[src/rtl/lpmc_defines.svh]
`ifndef LPMC_DEFINES_SVH
`define LPMC_DEFINES_SVH

// Register byte offsets.
`define LPMC_OFF_CONTROL     4'h0
`define LPMC_OFF_STATUS      4'h4
`define LPMC_OFF_FIFO_ADDR   4'h8
`define LPMC_OFF_FIFO_DATA   4'hc

// Control register field positions.
`define LPMC_BIT_ENABLE      0
`define LPMC_BIT_DEPTH_LO    1
`define LPMC_BIT_DEPTH_HI    3
`define LPMC_BIT_MONO        4
`define LPMC_BIT_TFT         5
`define LPMC_BIT_MONO8       6
`define LPMC_BIT_DUAL        7
`define LPMC_BIT_SWAP        8
`define LPMC_BIT_POWER       11
`define LPMC_BIT_VCOMP_LO    12
`define LPMC_BIT_VCOMP_HI    13
`define LPMC_BIT_FIFO_TEST   15
`define LPMC_BIT_WATERMARK   16

// Writable bits of the control register; reserved positions read as zero.
`define LPMC_CONTROL_MASK    32'h0001b9ff
`define LPMC_CONTROL_RESET   32'h00000000

// DMA FIFO geometry and request thresholds (empty locations).
`define LPMC_FIFO_DEPTH      16
`define LPMC_FIFO_AW         4
`define LPMC_WM_LOW          5'h04
`define LPMC_WM_HIGH         5'h08

`endif

[src/rtl/lpmc_pkg.sv]
package lpmc_pkg;

  typedef enum logic [1:0] {
    LPMC_VC_VSYNC,
    LPMC_VC_BACK_PORCH,
    LPMC_VC_ACTIVE,
    LPMC_VC_FRONT_PORCH
  } lpmc_vregion_t;

  typedef struct packed {
    logic          watermark;
    logic          fifo_ram_test_enable;
    lpmc_vregion_t vertical_compare_select;
    logic          panel_power_bit;
    logic          colour_order_swap;
    logic          dual_panel_select;
    logic          mono_width_eight;
    logic          panel_type_select;
    logic          stn_monochrome_select;
    logic [2:0]    pixel_depth_code;
    logic          controller_enable_bit;
  } lpmc_ctrl_t;

endpackage

[src/rtl/lpmc_cfg_if.sv]
`timescale 1ns/1ns
// Control fields carried from the register bank to the mode decoder, decoded mode carried back.
interface lpmc_cfg_if;
  import lpmc_pkg::*;
  lpmc_ctrl_t ctrl;
  logic [4:0] bits_per_pixel;
  logic       depth_reserved;
  logic       mode_conflict;

  modport bank (output ctrl, input bits_per_pixel, input depth_reserved, input mode_conflict);
  modport dec  (input ctrl, output bits_per_pixel, output depth_reserved, output mode_conflict);
endinterface

[src/rtl/lpmc_mode_decode.sv]
`timescale 1ns/1ns
module lpmc_mode_decode (
  lpmc_cfg_if.dec cfg  // Control fields in, decoded mode out
);
  import lpmc_pkg::*;

  function automatic logic [4:0] lpmc_bpp(input logic [2:0] code);
    unique case (code)
      3'h0:    lpmc_bpp = 5'h01;
      3'h1:    lpmc_bpp = 5'h02;
      3'h2:    lpmc_bpp = 5'h04;
      3'h3:    lpmc_bpp = 5'h08;
      3'h4:    lpmc_bpp = 5'h0c;
      default: lpmc_bpp = 5'h00;
    endcase
  endfunction

  assign cfg.bits_per_pixel = lpmc_bpp(cfg.ctrl.pixel_depth_code);
  assign cfg.depth_reserved = (cfg.ctrl.pixel_depth_code > 3'h4);
  // Dual panel without monochrome STN is undefined; flagged, not corrected.
  assign cfg.mode_conflict  = cfg.ctrl.dual_panel_select & ~cfg.ctrl.stn_monochrome_select;
endmodule // lpmc_mode_decode

[src/rtl/lpmc_fifo_ram.sv]
`timescale 1ns/1ns
`include "lpmc_defines.svh"
module lpmc_fifo_ram (
  input  wire logic                     clk,    // System clock
  input  wire logic                     we,     // Write strobe
  input  wire logic [`LPMC_FIFO_AW-1:0] waddr,  // Write address
  input  wire logic [31:0]              wdata,  // Write data
  input  wire logic [`LPMC_FIFO_AW-1:0] raddr,  // Read address
  output logic      [31:0]              rdata   // Read data, one cycle later
);
  logic [31:0] mem [0:`LPMC_FIFO_DEPTH-1];

  // No reset on the array so it maps onto RAM.
  always_ff @(posedge clk) begin
    if (we) begin
      mem[waddr] <= wdata;
    end
    rdata <= mem[raddr];
  end
endmodule // lpmc_fifo_ram

[src/rtl/lpmc_control.sv]
// Decided for this implementation: the register offsets and the Avalon-MM register port.
`timescale 1ns/1ns
`include "lpmc_defines.svh"

//------------------------------------------------------------------------------
// Panel mode and control register bank
//------------------------------------------------------------------------------

// Overview of operation
// - Watermark bit picks four or eight empty.
// - Test bit opens FIFO RAM to software.
// - Two-bit field picks vertical compare region.
// - Power pin high only with power and enable.
// - Swap bit exchanges red and blue.
// - Dual bit selects dual-panel STN operation.
// - Mono width bit picks eight or four.
// - Type bit selects TFT, bypassing grayscaler.
// - Monochrome bit selects mono or colour STN.
// - Depth code decodes to bits per pixel.
// - Controller and panel signals run when enabled.
// - Reserved bits read zero, written zero.
module lpmc_control (
  input  wire logic                      clk,                 // System clock, 10 MHz
  input  wire logic                      resetn,              // Async reset, active low
  input  wire logic [3:0]                avs_address,         // Byte address
  input  wire logic                      avs_read,            // Read request
  input  wire logic                      avs_write,           // Write request
  input  wire logic [31:0]               avs_writedata,       // Write data
  input  wire logic [3:0]                avs_byteenable,      // Byte lanes
  output logic      [31:0]               avs_readdata,        // Read data
  output logic                           avs_waitrequest,     // Stall
  output logic      [1:0]                avs_response,        // 00 ok, 10 slave error
  input  wire logic [4:0]                fifo_upper_empty,    // Empty slots, upper FIFO
  input  wire logic [4:0]                fifo_lower_empty,    // Empty slots, lower FIFO
  output logic                           dma_request,         // Refill request
  input  wire logic                      vregion_start,       // Pulse at each region start
  input  wire lpmc_pkg::lpmc_vregion_t   vregion_now,         // Region being entered
  output logic                           vertical_compare_event, // One-cycle event pulse
  output logic                           panel_power_pin,     // Panel supply enable
  output logic                           controller_enable,   // Timing and panel logic run
  output logic                           colour_order_swap,   // Red and blue swapped
  output logic                           dual_panel,          // Dual-panel STN in use
  output logic                           mono_eight_bit,      // Mono STN 8-bit interface
  output logic                           panel_is_tft,        // TFT, grayscaler bypassed
  output logic                           grayscaler_enable,   // STN path via grayscaler
  output logic                           stn_monochrome,      // STN monochrome
  output logic      [4:0]                bits_per_pixel,      // Decoded depth, 0 if reserved
  output logic                           fetch_16bit,         // 12 bpp fetched as 16-bit words
  output logic                           mode_error           // Undefined mode programmed
);
  import lpmc_pkg::*;

  //----------------------------------------------------------------------------
  // State
  //----------------------------------------------------------------------------
  typedef struct packed {
    lpmc_ctrl_t                ctrl;
    logic                      rd_pending;
    logic [`LPMC_FIFO_AW-1:0]  fifo_ptr;
    logic                      rvalid;
    logic [31:0]               rdata;
    logic [1:0]                resp;
    logic                      dma_req;
    logic                      vc_pulse;
    logic                      power;
    logic [4:0]                bpp;
    logic                      mode_err;
  } lpmc_state_t;

  lpmc_state_t state;
  lpmc_state_t next_state;

  lpmc_cfg_if cfg ();
  assign cfg.ctrl = state.ctrl;

  lpmc_mode_decode u_decode (
    .cfg (cfg)
  );

  //----------------------------------------------------------------------------
  // FIFO test RAM
  //----------------------------------------------------------------------------
  logic        is_write;
  logic        is_read;
  logic        ram_we;
  logic [31:0] ram_rdata;
  logic [31:0] ctrl_word;
  logic [31:0] wmask;

  function automatic logic [31:0] lpmc_lane_mask(input logic [3:0] be);
    lpmc_lane_mask = {{8{be[3]}}, {8{be[2]}}, {8{be[1]}}, {8{be[0]}}};
  endfunction

  // Reserved positions have no storage, so a written one is simply dropped.
  function automatic lpmc_ctrl_t lpmc_ctrl_unpack(input logic [31:0] w);
    lpmc_ctrl_t c;
    c.watermark               = w[`LPMC_BIT_WATERMARK];
    c.fifo_ram_test_enable    = w[`LPMC_BIT_FIFO_TEST];
    c.vertical_compare_select = lpmc_vregion_t'(w[`LPMC_BIT_VCOMP_HI:`LPMC_BIT_VCOMP_LO]);
    c.panel_power_bit         = w[`LPMC_BIT_POWER];
    c.colour_order_swap       = w[`LPMC_BIT_SWAP];
    c.dual_panel_select       = w[`LPMC_BIT_DUAL];
    c.mono_width_eight        = w[`LPMC_BIT_MONO8];
    c.panel_type_select       = w[`LPMC_BIT_TFT];
    c.stn_monochrome_select   = w[`LPMC_BIT_MONO];
    c.pixel_depth_code        = w[`LPMC_BIT_DEPTH_HI:`LPMC_BIT_DEPTH_LO];
    c.controller_enable_bit   = w[`LPMC_BIT_ENABLE];
    return c;
  endfunction

  assign is_write = avs_write & ~state.rvalid;
  assign is_read  = avs_read & ~state.rvalid;
  // Access stays closed unless test mode is on; software keeps the controller off then.
  assign ram_we   = is_write & (avs_address == `LPMC_OFF_FIFO_DATA)
                  & state.ctrl.fifo_ram_test_enable;
  // The struct has no room for the reserved positions, so each field is placed by hand.
  assign ctrl_word = {15'h0000, state.ctrl.watermark, state.ctrl.fifo_ram_test_enable, 1'b0,
                      state.ctrl.vertical_compare_select, state.ctrl.panel_power_bit, 2'h0,
                      state.ctrl.colour_order_swap, state.ctrl.dual_panel_select,
                      state.ctrl.mono_width_eight, state.ctrl.panel_type_select,
                      state.ctrl.stn_monochrome_select, state.ctrl.pixel_depth_code,
                      state.ctrl.controller_enable_bit} & `LPMC_CONTROL_MASK;
  assign wmask     = lpmc_lane_mask(avs_byteenable);

  lpmc_fifo_ram u_ram (
    .clk   (clk),
    .we    (ram_we),
    .waddr (state.fifo_ptr),
    .wdata (avs_writedata),
    .raddr (state.fifo_ptr),
    .rdata (ram_rdata)
  );

  //----------------------------------------------------------------------------
  // Next state
  //----------------------------------------------------------------------------
  logic [31:0] merged;
  logic [4:0]  threshold;

  always_comb begin
    next_state = state;
    merged     = (ctrl_word & ~wmask) | (avs_writedata & wmask);
    threshold  = state.ctrl.watermark ? `LPMC_WM_HIGH : `LPMC_WM_LOW;

    next_state.rvalid     = 1'b0;
    next_state.rd_pending = 1'b0;
    if (is_write) begin
      next_state.rvalid = 1'b1;
      next_state.resp   = 2'h0;
      unique case (avs_address)
        `LPMC_OFF_CONTROL: begin
          next_state.ctrl = lpmc_ctrl_unpack(merged);
        end
        `LPMC_OFF_FIFO_ADDR: begin
          next_state.fifo_ptr = avs_writedata[`LPMC_FIFO_AW-1:0];
        end
        `LPMC_OFF_FIFO_DATA: begin
          if (state.ctrl.fifo_ram_test_enable) begin
            next_state.fifo_ptr = state.fifo_ptr + 1'b1;
          end else begin
            next_state.resp = 2'h2;
          end
        end
        `LPMC_OFF_STATUS: ;
        default: next_state.resp = 2'h2;
      endcase
    end else if (is_read && !state.rd_pending && avs_address == `LPMC_OFF_FIFO_DATA
                 && state.ctrl.fifo_ram_test_enable) begin
      // RAM read takes one extra cycle to land.
      next_state.rd_pending = 1'b1;
    end else if (is_read) begin
      next_state.rvalid = 1'b1;
      next_state.resp   = 2'h0;
      next_state.rdata  = 32'h00000000;
      unique case (avs_address)
        `LPMC_OFF_CONTROL:   next_state.rdata = ctrl_word;
        `LPMC_OFF_STATUS:    next_state.rdata = {25'h0000000, state.mode_err,
                                                 state.dma_req, state.power,
                                                 cfg.depth_reserved, state.bpp[2:0]};
        `LPMC_OFF_FIFO_ADDR: next_state.rdata = {28'h0000000, state.fifo_ptr};
        `LPMC_OFF_FIFO_DATA: begin
          if (state.rd_pending) begin
            next_state.rdata    = ram_rdata;
            next_state.fifo_ptr = state.fifo_ptr + 1'b1;
          end else begin
            next_state.resp = 2'h2;
          end
        end
        default: next_state.resp = 2'h2;
      endcase
    end

    // Refill requests stop while the controller is off or the RAM is under test.
    next_state.dma_req = state.ctrl.controller_enable_bit
                       & ~state.ctrl.fifo_ram_test_enable
                       & ((fifo_upper_empty >= threshold)
                       | (fifo_lower_empty >= threshold));
    next_state.vc_pulse = state.ctrl.controller_enable_bit & vregion_start
                        & (vregion_now == state.ctrl.vertical_compare_select);
    // Supply follows both bits; sequencing delay is software's job.
    next_state.power = state.ctrl.panel_power_bit
                     & state.ctrl.controller_enable_bit;
    next_state.bpp      = cfg.bits_per_pixel;
    next_state.mode_err = cfg.mode_conflict | cfg.depth_reserved;
  end

  always_ff @(posedge clk or negedge resetn) begin
    if (!resetn) begin
      state <= '0;
    end else begin
      state <= next_state;
    end
  end

  //----------------------------------------------------------------------------
  // Outputs
  //----------------------------------------------------------------------------
  assign avs_waitrequest = (avs_read | avs_write) & ~state.rvalid;
  assign avs_readdata    = state.rdata;
  assign avs_response    = state.resp;

  assign dma_request            = state.dma_req;
  assign vertical_compare_event = state.vc_pulse;
  assign panel_power_pin        = state.power;
  assign controller_enable      = state.ctrl.controller_enable_bit;
  assign colour_order_swap      = state.ctrl.colour_order_swap;
  assign dual_panel             = state.ctrl.dual_panel_select;
  assign mono_eight_bit         = state.ctrl.mono_width_eight
                                & state.ctrl.stn_monochrome_select
                                & ~state.ctrl.panel_type_select;
  assign panel_is_tft           = state.ctrl.panel_type_select;
  assign grayscaler_enable      = ~state.ctrl.panel_type_select;
  assign stn_monochrome         = state.ctrl.stn_monochrome_select;
  assign bits_per_pixel         = state.bpp;
  assign fetch_16bit            = (state.ctrl.pixel_depth_code == 3'h4);
  assign mode_error             = state.mode_err;
endmodule // lpmc_control

[config.mk]
export PLATFORM = sky130hd
export DESIGN_NAME = lpmc_control
export DESIGN_NICKNAME = d
export VERILOG_FILES = /design/src/rtl/lpmc_pkg.sv /design/src/rtl/lpmc_cfg_if.sv /design/src/rtl/lpmc_mode_decode.sv /design/src/rtl/lpmc_fifo_ram.sv /design/src/rtl/lpmc_control.sv
export VERILOG_INCLUDE_DIRS = /design/src /design/src/rtl
export SDC_FILE = /design/constraint.sdc
export NUM_CORES = 1
export LEC_CHECK = 0
export BUFFER_PORTS_ARGS = -buffer_cell sky130_fd_sc_hd__buf_2
export CELL_PAD_IN_SITES_DETAIL_PLACEMENT = 2
export CELL_PAD_IN_SITES_GLOBAL_PLACEMENT = 2
export CORE_AREA = 8 8 225 227
export CTS_CLUSTER_SIZE = 24
export DETAILED_ROUTE_END_ITERATION = 10
export DIE_AREA = 0 0 233 235
export PLACE_DENSITY_LB_ADDON = 0.1
export SLEW_MARGIN = 40
export SYNTH_ARGS = -nofsm -noshare
export SYNTH_HDL_FRONTEND = slang
export SYNTH_SLANG_ARGS = --single-unit
[constraint.sdc]
create_clock -name clk -period 7.2 [get_ports clk]
set_input_delay 0.36 -clock clk [delete_from_list [all_inputs] [get_ports clk]]
set_output_delay 0.36 -clock clk [all_outputs]
set_load 0.02 [all_outputs]
==> impl_results.rst, run 1 <==
.. list-table::
   :header-rows: 1

   * - Metric
     - Value
   * - Run status
     - finished, final reports clean
   * - Endpoint of the worst hold path
     - state[43]$_DFF_PN0_
   * - Pin count of the biggest net entering global routing
     - 65
   * - Final wirelength
     - between 60000 and 70000 microns
   * - Mean area per synthesized cell
     - about 21 sq um
   * - Post-route minimum period
     - 3.72 ns
   * - Slowest library cell on the worst path
     - dfrtp_4
   * - Die width
     - approximately 230 microns
   * - Maximum number of buffers from clock root to sink
     - 3
   * - Wire length of the first global-routing pass
     - between 80000 and 90000 microns
   * - Wirelength per Cell
     - 33.1 microns
   * - Worst slack at placement
     - roughly 3.5 ns
   * - Setup repair after global routing missed its margin
     - no
   * - Slew at the pin closest to its max-slew limit
     - 0.812 ns
   * - Iteration count of the initial detailed-routing pass
     - 5
   * - Highest ir drop seen on vdd
     - about 220 uV
   * - Kind of critical path
     - flop to flop
   * - Leakage power total
     - about 8.7 nW
   * - Post-synthesis instance total
     - 1099
   * - Cells along the critical path
     - buf_4 > ha_1 > nand2_1 > nor3_4 > buf_4
   * - Sum of negative setup slack
     - 0 ns
   * - Relative slew slack
     - a little under half
   * - Share of the yosys chip area belonging to registers
     - around three quarters
   * - TritonCTS buffer count
     - 61
   * - Startpoint type of the worst setup path
     - flop
   * - Number of flops mapped to enable cells by yosys
     - 512
   * - Most prevalent standard cell on the critical path
     - buf_4
   * - Via count of the first global-routing pass
     - between 10000 and 15000
   * - Worst hold start
     - avs_write
   * - Via density per instance
     - about 6.0
   * - TritonCTS Sinks
     - between 600 and 700
   * - Number of pins exceeding their max-slew limit in the final report
     - 0
   * - PD cells
     - between 300 and 400 mW/mm^2
   * - Critical path fanouts, max
     - 46
   * - Final weighted congestion of routability-driven global placement
     - 0.696
   * - Number of synthesis warnings
     - 0
   * - Global-route usage over all layers
     - between 20% and 30%
   * - Half-perimeter wire length of the detailed placement result
     - approximately 35000 microns
   * - Clock tree from TritonCTS
     - done
   * - Synthesis-to-layout area growth
     - 13.3%
   * - Remaining design rule violation count
     - 0
   * - CP endpoint kind
     - flop
   * - Endpoint of the worst register-to-register path
     - u_ram.mem[3][11]$_DFFE_PP_
   * - Die height
     - around 240 microns
   * - Crit path setup slack, layout
     - 3.48 ns
   * - Detailed Route Iter0 Violations
     - 903
   * - Hold Path Stages
     - 3
   * - CTS H-tree lvls
     - 2
   * - Worst-case register-to-register setup slack
     - 3.48 ns
   * - Post-synthesis sequential element count
     - ~600
   * - Logic depth of the worst register-to-register path
     - 5
   * - Summed instance area of the synthesized netlist
     - roughly 0.023 sq mm
   * - Number of fillers in the final layout
     - between 3000 and 4000
   * - Ports placed on the boundary
     - approximately 110
   * - Top achievable clock speed
     - between 200 and 300 MHz
   * - CTS root buffer
     - clkbuf_16
   * - Clock input transition at the sequential cells of the worst setup and hold paths
     - roughly 0.060 ns
   * - Number of antenna violations at the first check in global routing
     - 2
   * - Sequential cell area in the final layout
     - approximately 0.018 sq mm
   * - Path category of the worst min-delay check
     - primary input to flop
   * - Count of final hold-check violations
     - 0
   * - Placeable Area
     - roughly 0.047 sq mm
   * - Number of setup violations in the final report
     - 0
   * - Required time at the worst-slack endpoint
     - between 7 and 8 ns
   * - Clock network latency to the later pin of the worst-skew pair
     - between 0.6 and 0.7 ns
   * - Fraction of the cycle the final worst path needs
     - approximately half
   * - Arrival time worst endpoint
     - 3.96 ns
   * - Final Util
     - 55.7%
   * - Number of nets in the final layout
     - about 1300
   * - Area used by multi-input combinational logic
     - roughly 0.005 sq mm
   * - DR vias
     - approximately 11000
   * - Placement Rows
     - 80
   * - Launch point of the worst reg-to-reg path
     - state[45]$_DFFE_PN0P_
   * - Number of nets with antenna violations after detailed routing
     - 0
   * - FFs w/ async S/R, synth
     - about a tenth
   * - Die Footprint
     - roughly 0.055 sq mm
   * - Worst Skew
     - approximately 0.027 ns
   * - Total power
     - roughly 0.0083 W
   * - Total of max-cap violations
     - 0
   * - Overall overflow remaining after global route
     - 0
   * - Effective utilization at floorplan
     - 49.2%
   * - Fraction of final layout cells with drive strength greater than 1
     - between 30% and 40%
   * - Port buffer count
     - about 110
   * - Peak per-stage delay on the critical path
     - about 0.7 ns
   * - Synth unique cells
     - 50
   * - Top_reg_cell synth
     - edfxtp_1
==> flip-flops by register name (all words and copies together), names as in the netlist <==
signal / flops
u_ram.mem: 512
avs_readdata: 32
u_ram.rdata: 32
cfg.ctrl: 9
state: 6
bits_per_pixel: 4
avs_response: 1
colour_order_swap: 1
controller_enable: 1
dma_request: 1
dual_panel: 1
mode_error: 1
panel_is_tft: 1
panel_power_pin: 1
stn_monochrome: 1
vertical_compare_event: 1
==> worst max-delay path, delay by kind of cell (launching register included) <==
kind,cells,cell delay (ns)
AND/OR/NAND/NOR,2,0.96
adder cells (fa/ha/maj),1,0.37
buffers and inverters,2,1.23
flip-flops,1,0.70
==> area by class of cell <==
class | instances | area share (%)
sequential | 605 | 66.8
multi-input combinational | 388 | 19.6
clock buffer | 103 | 7.07
tap | 615 | 2.93
timing repair buffer | 131 | 2.88
clock inverter | 13 | 0.453
inverter | 13 | 0.186
antenna | 2 | 0.0191
==> layout by cell type (no fill, tap or decap), drive strengths merged, types with 2 or more instances in the layout <==
cell,synthesis,routed
dfrtp,61,61
a221oi,5,5
buf,67,129
ha,8,8
o21ai,40,40
mux2,16,16
nand2b,4,4
or3b,2,2
clkbuf,27,103
clkinv,0,9
a22oi,10,10
and2,4,4
dfxtp,32,32
nor2,22,22
o21a,2,2
a21o,2,2
xor2,4,4
dlygate4sd3,0,2
edfxtp,512,512
nor2b,5,5
inv,13,14
nor3,7,7
mux2i,4,4
conb,1,2
bufinv,0,2
diode,0,2
nand2,65,65
o21bai,2,2
mux4,160,160
a21oi,2,2
o31ai,2,2
and3,2,2
a21boi,2,2
==> cell families after synthesis <==
group	Yosys count	synth area share, %
compound gates	75	2.13
flops	605	75.7
simple gates	118	2.34
buf+inv	107	2.69
fa+ha+maj	8	0.432
other cells	1	0.0162
mux	180	16.5
xor+xnor	5	0.189
==> stage by stage <==
stage,cell area [sq um],instances,hold slack (ns)
finish,26300,1870,0.0719
floorplan,23200,1100,0.0644
detailed placement,24300,1750,0.448
global placement,24200,1749,0.424
global route,26300,1869,0.0659
CTS,26300,1868,0.0489
==> what timing repair did <==
item,in CTS,in global routing
hold buffers,2,0
setup buffers,0,0
resized for setup,0,0
endpoints found under the hold margin,62,0
==> synth_stat cells, types with 4 or more instances <==
cell | n | area (sq um)
buf_1 | 7 | 26.3
ha_1 | 8 | 100
mux2i_1 | 4 | 40.0
a221oi_1 | 5 | 43.8
nand2_1 | 65 | 244
mux4_2 | 160 | 3600
buf_2 | 13 | 65.1
nor2_1 | 22 | 82.6
dfrtp_1 | 61 | 1530
nor3_1 | 7 | 35.0
clkbuf_1 | 27 | 101
and2_1 | 4 | 25.0
a22oi_1 | 10 | 75.1
o21ai_1 | 8 | 40.0
buf_6 | 8 | 90.1
edfxtp_1 | 512 | 15400
buf_4 | 39 | 293
nor2b_1 | 5 | 31.3
nand2b_1 | 4 | 25.0
xor2_1 | 4 | 35.0
o21ai_0 | 32 | 160
inv_1 | 13 | 48.8
mux2_2 | 16 | 180
dfxtp_1 | 32 | 641
==> worst max-delay path by stage <==
stage / slack [ns] / end / from
final: 3.48 / u_ram.mem[3][11]$_DFFE_PP_ / state[45]$_DFFE_PN0P_
after global routing: 3.31 / u_ram.mem[3][11]$_DFFE_PP_ / state[45]$_DFFE_PN0P_
after CTS: 3.45 / u_ram.mem[3][11]$_DFFE_PP_ / state[45]$_DFFE_PN0P_
after detailed placement: 3.47 / u_ram.mem[3][11]$_DFFE_PP_ / state[45]$_DFFE_PN0P_
after global placement: 3.23 / u_ram.mem[3][13]$_DFFE_PP_ / state[45]$_DFFE_PN0P_
after floorplan: 3.13 / u_ram.mem[3][0]$_DFFE_PP_ / avs_address[3]
==> power breakdown <==
| part | switching [W] | internal [W] |
|---|---|---|
| clock network | 0.00134 | 0.00182 |
| logic | 0.000529 | 0.000532 |
| registers | 0.000135 | 0.00393 |
==> layer usage <==
metal | global-route usage (%) | wire [microns] | vias to the layer above
met5 | 0 | 0 | -
met1 | 30.9 | 26000 | 6186
li1 | - | - | 4628
met3 | 3.83 | 3150 | 79
met4 | 5.29 | 1170 | 0
met2 | 38.1 | 31600 | 374
Note: power is estimated with default switching activity, not from simulation.
==> run 2, diff against run 1 <==
--- a/config.mk
+++ b/config.mk
@@ -9,10 +9,10 @@
 export BUFFER_PORTS_ARGS = -buffer_cell sky130_fd_sc_hd__buf_2
 export CELL_PAD_IN_SITES_DETAIL_PLACEMENT = 2
 export CELL_PAD_IN_SITES_GLOBAL_PLACEMENT = 2
-export CORE_AREA = 8 8 225 227
+export CORE_AREA = 8 8 229 231
 export CTS_CLUSTER_SIZE = 24
 export DETAILED_ROUTE_END_ITERATION = 10
-export DIE_AREA = 0 0 233 235
+export DIE_AREA = 0 0 237 239
 export PLACE_DENSITY_LB_ADDON = 0.1
 export SLEW_MARGIN = 40
 export SYNTH_ARGS = -nofsm -noshare
==> constraint.sdc (replaced) <==
create_clock -name clk -period 3.9 [get_ports clk]
set_input_delay 0.195 -clock clk [delete_from_list [all_inputs] [get_ports clk]]
set_output_delay 0.195 -clock clk [all_outputs]
set_load 0.02 [all_outputs]
==> run 2 against run 1 <==
Critical path depth down 1; via count up 1.6%; sequential share of layout area down 1.5 points; power up 91%; combinational power up 89%; sequential power up 85%; non-clock buffer count up 34; fmax up 35%; worst hold slack worse by 0.040 ns.
==> impl_results.rst, run 2 (synthesis gave the netlist of run 1 again) <==
.. list-table::
   :header-rows: 1

   * - Metric
     - Value
   * - Run status
     - finished, final reports clean
   * - Most common cell after layout, fill and taps aside
     - edfxtp_1
   * - Wirelength per Cell
     - between 30 and 40 microns
   * - Fraction of power consumed by combinational cells
     - around an eighth
   * - Setup repair after global routing missed its margin
     - no
   * - TritonCTS buffer count
     - 66
   * - Final wirelength
     - 62500 microns
   * - Sum of negative setup slack
     - 0 ns
   * - Relative slew slack
     - 47.3%
   * - Relative contribution of sequential cells to total power
     - between 40 and 50%
   * - Number of pins exceeding their max-slew limit in the final report
     - 0
   * - Net switching power figure
     - between 0.003 and 0.004 W
   * - Wire length of the first global-routing pass
     - 90600 microns
   * - Total of max-cap violations
     - 0
   * - Path category of the worst min-delay check
     - primary input to flop
   * - Grt met1 use
     - 29.1%
   * - Kind of critical path
     - flop to flop
   * - CTS H-tree lvls
     - 3
   * - Final Util
     - between 50% and 60%
   * - Fraction of final layout cells with drive strength greater than 1
     - 33.4%
   * - Power Internal
     - between 0.01 and 0.015 W
   * - Placement Rows
     - 81
   * - Most crowded layer after global routing
     - met2
   * - Die width
     - approximately 240 microns
   * - Remaining design rule violation count
     - 0
   * - Flip-flop count of the largest register after layout
     - a little over 500
   * - Highest ir drop seen on vdd
     - about 390 uV
   * - Biggest register
     - u_ram.mem
   * - Pin count of the biggest net entering global routing
     - 71
   * - Effective utilization at floorplan
     - between 40% and 50%
   * - Required time at the worst-slack endpoint
     - roughly 4.2 ns
   * - Clock tree from TritonCTS
     - done
   * - Endpoint of the worst hold path
     - u_ram.mem[6][6]$_DFFE_PP_
   * - Via count of the first global-routing pass
     - about 13000
   * - GR met2 Demand/Resource
     - about 38%
   * - Logic depth of the worst register-to-register path
     - 4
   * - Endpoint of the worst register-to-register path
     - u_ram.mem[9][6]$_DFFE_PP_
   * - Number of diodes added for antenna fixing
     - 0
   * - Post-route minimum period
     - between 2 and 3 ns
   * - Worst Skew
     - between 0.015 and 0.02 ns
   * - PD cells
     - 586 mW/mm^2
   * - Post-CTS resize count
     - 0
   * - Number of nets with antenna violations after detailed routing
     - 0
   * - Worst-case register-to-register setup slack
     - approximately 1.1 ns
   * - Number of setup violations in the final report
     - 0
   * - Iteration count of the initial detailed-routing pass
     - 5
   * - Synthesis-to-layout area growth
     - 16.0%
   * - CTS root buffer
     - clkbuf_16
   * - Startpoint type of the worst setup path
     - flop
   * - Clock network latency to the later pin of the worst-skew pair
     - 0.59 ns
   * - Die height
     - around 240 microns
   * - CP endpoint kind
     - flop
   * - Critical path fanouts, max
     - 31
   * - Ports placed on the boundary
     - between 100 and 150
   * - Most frequent cells in the layout
     - edfxtp_1 (512), mux4_2 (160), buf_2 (104), clkbuf_16 (71), nand2_1 (65)
   * - Final weighted congestion of routability-driven global placement
     - roughly 0.72
   * - Hold Path Stages
     - 1
   * - Switch share
     - 24.0%
   * - Met3 usage in global routing
     - between 4 and 5%
   * - Worst hold start
     - avs_writedata[6]
   * - Half-perimeter wire length of the detailed placement result
     - 36300 microns
   * - Via density per instance
     - about 6.0
   * - Post-CTS setup buffer count
     - 0
   * - Leakage power total
     - around 9 nW
   * - Clock input transition at the sequential cells of the worst setup and hold paths
     - approximately 0.06 ns
   * - DR vias
     - 11400
   * - Launch point of the worst reg-to-reg path
     - state[44]$_DFFE_PN0P_
   * - Count of final hold-check violations
     - 0
   * - Arrival time worst endpoint
     - approximately 3 ns
   * - Maximum number of buffers from clock root to sink
     - 3
   * - Overall overflow remaining after global route
     - 0
   * - Fraction of the cycle the final worst path needs
     - 70.8%
   * - Top achievable clock speed
     - between 300 and 400 MHz
   * - Slew at the pin closest to its max-slew limit
     - around 0.79 ns
   * - Placeable Area
     - between 0.04 and 0.05 sq mm
   * - Port buffer count
     - 105
   * - Number of nets in the final layout
     - approximately 1300
   * - Global-route usage over all layers
     - between 20% and 30%
   * - Die Footprint
     - ~0.057 sq mm
   * - Detailed Route Iter0 Violations
     - between 900 and 1000
   * - Clock network fraction of total power
     - about two fifths
   * - Number of antenna violations at the first check in global routing
     - 0
   * - TritonCTS Sinks
     - about 600
-- run 2: changes by cell type in the layout (fill, tap and decap cells not counted), moves of 4 or more --
cell,before,now
clkbuf_1,27,23
clkbuf_8,13,6
buf_12,1,12
clkinv_1,2,7
clkbuf_16,63,71
dlygate4sd3_1,2,25
-- run 2: layer usage --
metal	wire length (microns)	vias up
li1	-	4719
met1	25900	6214
met2	31700	423
met3	3450	86
met4	1350	0
met5	0	-
-- run 2: cell type report --
class                      instances  area, sq um
timing repair buffer             165         1200
clock inverter                    21          209
inverter                          13         48.8
tap                              622          778
sequential                       605        17600
multi-input combinational        388         5150
fill                            4042        21700
clock buffer                     100         1950
-- run 2: how the worst max path moves through the flow --
stage	startpoint	endpoint	slack, ns	cells past startpoint
global route	state[44]$_DFFE_PN0P_	u_ram.mem[7][10]$_DFFE_PP_	1.01	4
finish	state[44]$_DFFE_PN0P_	u_ram.mem[9][6]$_DFFE_PP_	1.14	4
floorplan	avs_address[3]	u_ram.mem[7][0]$_DFFE_PP_	0.85	6
CTS	state[44]$_DFFE_PN0P_	u_ram.mem[9][5]$_DFFE_PP_	1.10	4
detailed placement	avs_address[2]	u_ram.mem[9][2]$_DFFE_PP_	0.93	6
global placement	avs_address[2]	u_ram.mem[9][3]$_DFFE_PP_	1.03	6
-- run 2: timing repair --
| action | CTS | global route |
|---|---|---|
| hold buffers | 25 | 0 |
| hold endpoints to repair | 347 | 0 |
| setup endpoints to repair | 0 | 0 |
-- run 2: power groups by stage --
stage	Combinational (W)	Sequential, W	Clock [W]
after floorplan	0.00151	0.00747	0
after global placement	0.00193	0.00764	0
after detailed placement	0.00199	0.00766	0
after CTS	0.00203	0.00753	0.00637
after global routing	0.00213	0.00755	0.00654
final	0.00200	0.00752	0.00625
-- run 2: worst max-delay path, stage by stage (launching register included) --
cell and delay [ns]:
dfrtp_4 0.84, ha_1 0.27, nand2_1 0.27, nor2_4 0.72
buf_4 0.33
-- run 2: stage by stage --
stage          worst slack [ns]  cell area (sq um)  power [W]  cells  hold slack, ns
6_report                   1.14              26900     0.0158   1914          0.0321
5_1_grt                    1.01              26900     0.0162   1914          0.0180
4_1_cts                    1.10              26900     0.0159   1914         0.00159
3_5_place_dp              0.929              24500    0.00964   1768           0.278
3_3_place_gp               1.03              24500    0.00956   1768           0.410
2_1_floorplan             0.848              23200    0.00898   1100          -0.101
==> run 3, diff against run 2 <==
--- a/config.mk
+++ b/config.mk
@@ -6,13 +6,14 @@
 export SDC_FILE = /design/constraint.sdc
 export NUM_CORES = 1
 export LEC_CHECK = 0
+export ABC_AREA = 1
 export BUFFER_PORTS_ARGS = -buffer_cell sky130_fd_sc_hd__buf_2
 export CELL_PAD_IN_SITES_DETAIL_PLACEMENT = 2
 export CELL_PAD_IN_SITES_GLOBAL_PLACEMENT = 2
-export CORE_AREA = 8 8 229 231
+export CORE_AREA = 8 8 250 252
 export CTS_CLUSTER_SIZE = 24
 export DETAILED_ROUTE_END_ITERATION = 10
-export DIE_AREA = 0 0 237 239
+export DIE_AREA = 0 0 258 260
 export PLACE_DENSITY_LB_ADDON = 0.1
 export SLEW_MARGIN = 40
 export SYNTH_ARGS = -nofsm -noshare
==> constraint.sdc (replaced) <==
create_clock -name clk -period 2.9 [get_ports clk]
set_input_delay 0.145 -clock clk [delete_from_list [all_inputs] [get_ports clk]]
set_output_delay 0.145 -clock clk [all_outputs]
set_load 0.02 [all_outputs]
==> run 3 against run 2 <==
Routed wire length increased by 17%; worst hold slack improved by 0.0049 ns; fmax rose by 17%; count of clock-buffer cells in the layout fell by 10; global-route usage decreased by 0.43 points; final area increased by 4.3%; synthesized cell count rose by 90%; power increased by 37%; clock power rose by 30%; clock skew decreased by 0.0015 ns; highest routed layer unchanged.
==> impl_results.rst, run 3 <==
.. list-table::
   :header-rows: 1

   * - Metric
     - Value
   * - Number of synthesis warnings
     - 0
   * - Library cell occupying the most area in the post-synthesis netlist
     - edfxtp_1
   * - Half-perimeter wire length of the detailed placement result
     - between 40000 and 50000 microns
   * - Fraction of final layout cells with drive strength greater than 1
     - 12.6%
   * - Critical path fanouts, max
     - 20
   * - Pin count of the biggest net entering global routing
     - roughly 130
   * - Post-CTS setup buffer count
     - 0
   * - Remaining design rule violation count
     - 0
   * - Cells along the critical path
     - inv_1 > nor3_2 > nand2_1 > nor2_4 > buf_4
   * - Via count of the first global-routing pass
     - about 18000
   * - Clock tree from TritonCTS
     - done
   * - Die width
     - between 200 and 300 microns
   * - TritonCTS buffer count
     - between 60 and 70
   * - Endpoint of the worst register-to-register path
     - u_ram.mem[7][22]$_DFFE_PP_
   * - Critical path startpoint
     - cfg.ctrl[12]$_DFFE_PN0P_
   * - Worst hold start
     - avs_writedata[8]
   * - Highest ir drop seen on vdd
     - about 650 uV
   * - Die height
     - approximately 260 microns
   * - Maximum number of buffers from clock root to sink
     - 3
   * - Number of pins exceeding their max-slew limit in the final report
     - 0
   * - Post-synthesis instance total
     - 2093
   * - Setup repair after global routing missed its margin
     - no
   * - Wirelength per Cell
     - around 24 microns
   * - Logic depth of the worst register-to-register path
     - 5
   * - Mean area per synthesized cell
     - approximately 12 sq um
   * - Fraction of the cycle the final worst path needs
     - between 80% and 90%
   * - CTS root buffer
     - clkbuf_16
   * - Arrival time worst endpoint
     - around 2.6 ns
   * - Flip-flop count of the largest register after layout
     - roughly 510
   * - TritonCTS Sinks
     - between 600 and 700
   * - Kind of critical path
     - flop to flop
   * - Wire length of the first global-routing pass
     - roughly 110000 microns
   * - Most instantiated library cell after synthesis
     - edfxtp_1
   * - CP endpoint kind
     - flop
   * - Final weighted congestion of routability-driven global placement
     - between 0.7 and 0.8
   * - Worst hold slack after final layout
     - 0.0370 ns
   * - Global-route usage over all layers
     - 21.8%
   * - Share of the synthesized area in the top cell type
     - about 63%
   * - Number of nets with antenna violations after detailed routing
     - 0
   * - Via density per instance
     - 5.40
   * - Final wirelength
     - 73000 microns
   * - Number of antenna violations at the first check in global routing
     - 3
   * - Port buffer count
     - between 100 and 150
   * - Worst Skew
     - 0.0141 ns
   * - Top_reg_cell synth
     - edfxtp_1
   * - Overall overflow remaining after global route
     - 0
   * - CTS H-tree lvls
     - 3
   * - Slowest library cell on the worst path
     - nor3_2
   * - Share of the yosys chip area belonging to registers
     - roughly 72%
   * - Worst-case register-to-register setup slack
     - 0.55 ns
   * - Most frequent cells in the layout
     - edfxtp_1 (512), nor2_1 (405), nand2_1 (381), o21ai_0 (290), buf_2 (104)
   * - Launch point of the worst reg-to-reg path
     - cfg.ctrl[12]$_DFFE_PN0P_
   * - Synth unique cells
     - 36
   * - Top achievable clock speed
     - ~420 MHz
   * - Iteration count of the initial detailed-routing pass
     - 5
   * - Count of final hold-check violations
     - 0
   * - Sum of negative setup slack
     - 0 ns
   * - PD cells
     - slightly below 800 mW/mm^2
   * - Synthesis-to-layout area growth
     - 15.5%
   * - Slew at the pin closest to its max-slew limit
     - just over 0.8 ns
   * - Number of setup violations in the final report
     - 0
   * - Number of flops mapped to enable cells by yosys
     - around 510
   * - Path category of the worst min-delay check
     - primary input to flop
   * - Clock input transition at the sequential cells of the worst setup and hold paths
     - roughly 0.060 ns
   * - Post-route minimum period
     - 2.35 ns
   * - Startpoint type of the worst setup path
     - flop
   * - FFs w/ async S/R, synth
     - around a tenth
   * - Total of max-cap violations
     - 0
   * - Leakage power total
     - around 10 nW
   * - Run status
     - finished, final reports clean
   * - Hold Path Stages
     - 1
   * - DR vias
     - 16400
   * - Post-synthesis sequential element count
     - roughly 610
   * - Peak per-stage delay on the critical path
     - roughly 0.45 ns
   * - Placement Rows
     - between 80 and 90
   * - Ports placed on the boundary
     - between 100 and 150
   * - Clock network latency to the later pin of the worst-skew pair
     - 0.59 ns
   * - Most area-consuming cells after synthesis
     - edfxtp_1 (63%), nor2_1 (6.6%), dfrtp_1 (6.3%)
   * - Endpoint of the worst hold path
     - u_ram.mem[6][8]$_DFFE_PP_
   * - Placeable Area
     - a little under 0.06 sq mm
   * - Die Footprint
     - around 0.067 sq mm
   * - Number of nets in the final layout
     - approximately 2300
   * - Relative slew slack
     - a little under half
   * - Required time at the worst-slack endpoint
     - roughly 3.1 ns
   * - Number of hold buffers added after cts
     - 43
   * - Top post-synthesis cells by count
     - edfxtp_1 (512), nor2_1 (424), nand2_1 (381)
   * - Effective utilization at floorplan
     - between 40% and 50%
   * - Most common cell after layout, fill and taps aside
     - edfxtp_1
   * - Summed instance area of the synthesized netlist
     - 0.0243 sq mm
   * - Biggest register
     - u_ram.mem
   * - Detailed Route Iter0 Violations
     - slightly above 900
   * - Post-CTS resize count
     - 0
-- run 3: cell type report --
type	count	area (sq um)
Multi-Input combinational cell	1269	5720
Antenna cell	2	5.00
Timing Repair Buffer	196	1490
Inverter	70	270
Sequential cell	605	17500
Tap cell	773	967
Clock inverter	24	180
Fill cell	5865	30400
Clock buffer	90	1880
-- run 3: how the worst max path moves through the flow --
| stage | cells after the start | end | slack (ns) |
|---|---|---|---|
| after floorplan | 7 | u_ram.mem[0][0]$_DFFE_PP_ | -0.07 |
| after global placement | 8 | u_ram.mem[14][7]$_DFFE_PP_ | 0.67 |
| after detailed placement | 8 | u_ram.mem[13][7]$_DFFE_PP_ | 0.49 |
| after CTS | 6 | dma_request$_DFF_PN0_ | 0.52 |
| after global routing | 6 | dma_request$_DFF_PN0_ | 0.38 |
| final | 5 | u_ram.mem[7][22]$_DFFE_PP_ | 0.55 |
-- run 3: kinds of logic (layout without fill, tap and decap cells) --
family	after synthesis	count (layout)	share of synthesized area, %
and+or+nand+nor	883	883	14.4
adders and majority gates	8	8	0.412
buffers and inverters	220	380	4.83
other	1	4	0.0154
DFF	605	605	72.2
xor gates and xnor gates	1	1	0.0361
AOI/OAI and AO/OA	375	375	8.11
-- run 3: layer usage --
layer | wire [microns] | vias to the layer above | track usage (%)
li1 | - | 7414 | -
met1 | 33700 | 8514 | 29.8
met2 | 35000 | 337 | 36.2
met3 | 3110 | 90 | 3.23
met4 | 1240 | 0 | 5.72
met5 | 0 | - | 0
-- run 3: critical path: cells and delay by family (launching register included) --
family | cells | cell delay [ns]
flip-flops | 1 | 0.38
buffers and inverters | 2 | 0.55
AND/OR/NAND/NOR | 3 | 1.06
-- run 3: where the power goes --
part / switching, W / total [W] / internal [W]
combinational: 0.00250 / 0.00342 / 0.000921
clock: 0.00337 / 0.00815 / 0.00478
sequential: 0.000274 / 0.0100 / 0.00975
-- run 3: through the flow --
step                util, %  total power [W]  instances  instance area [sq um]  worst slack, ns
global route           48.0           0.0225       3027                  28000            0.381
detailed placement     43.7           0.0136       2870                  25600            0.494
global placement       43.7           0.0134       2870                  25600            0.668
finish                 48.0           0.0216       3029                  28100            0.547
floorplan                 -           0.0122       2094                  24300          -0.0691
CTS                    48.0           0.0218       3027                  28000            0.521
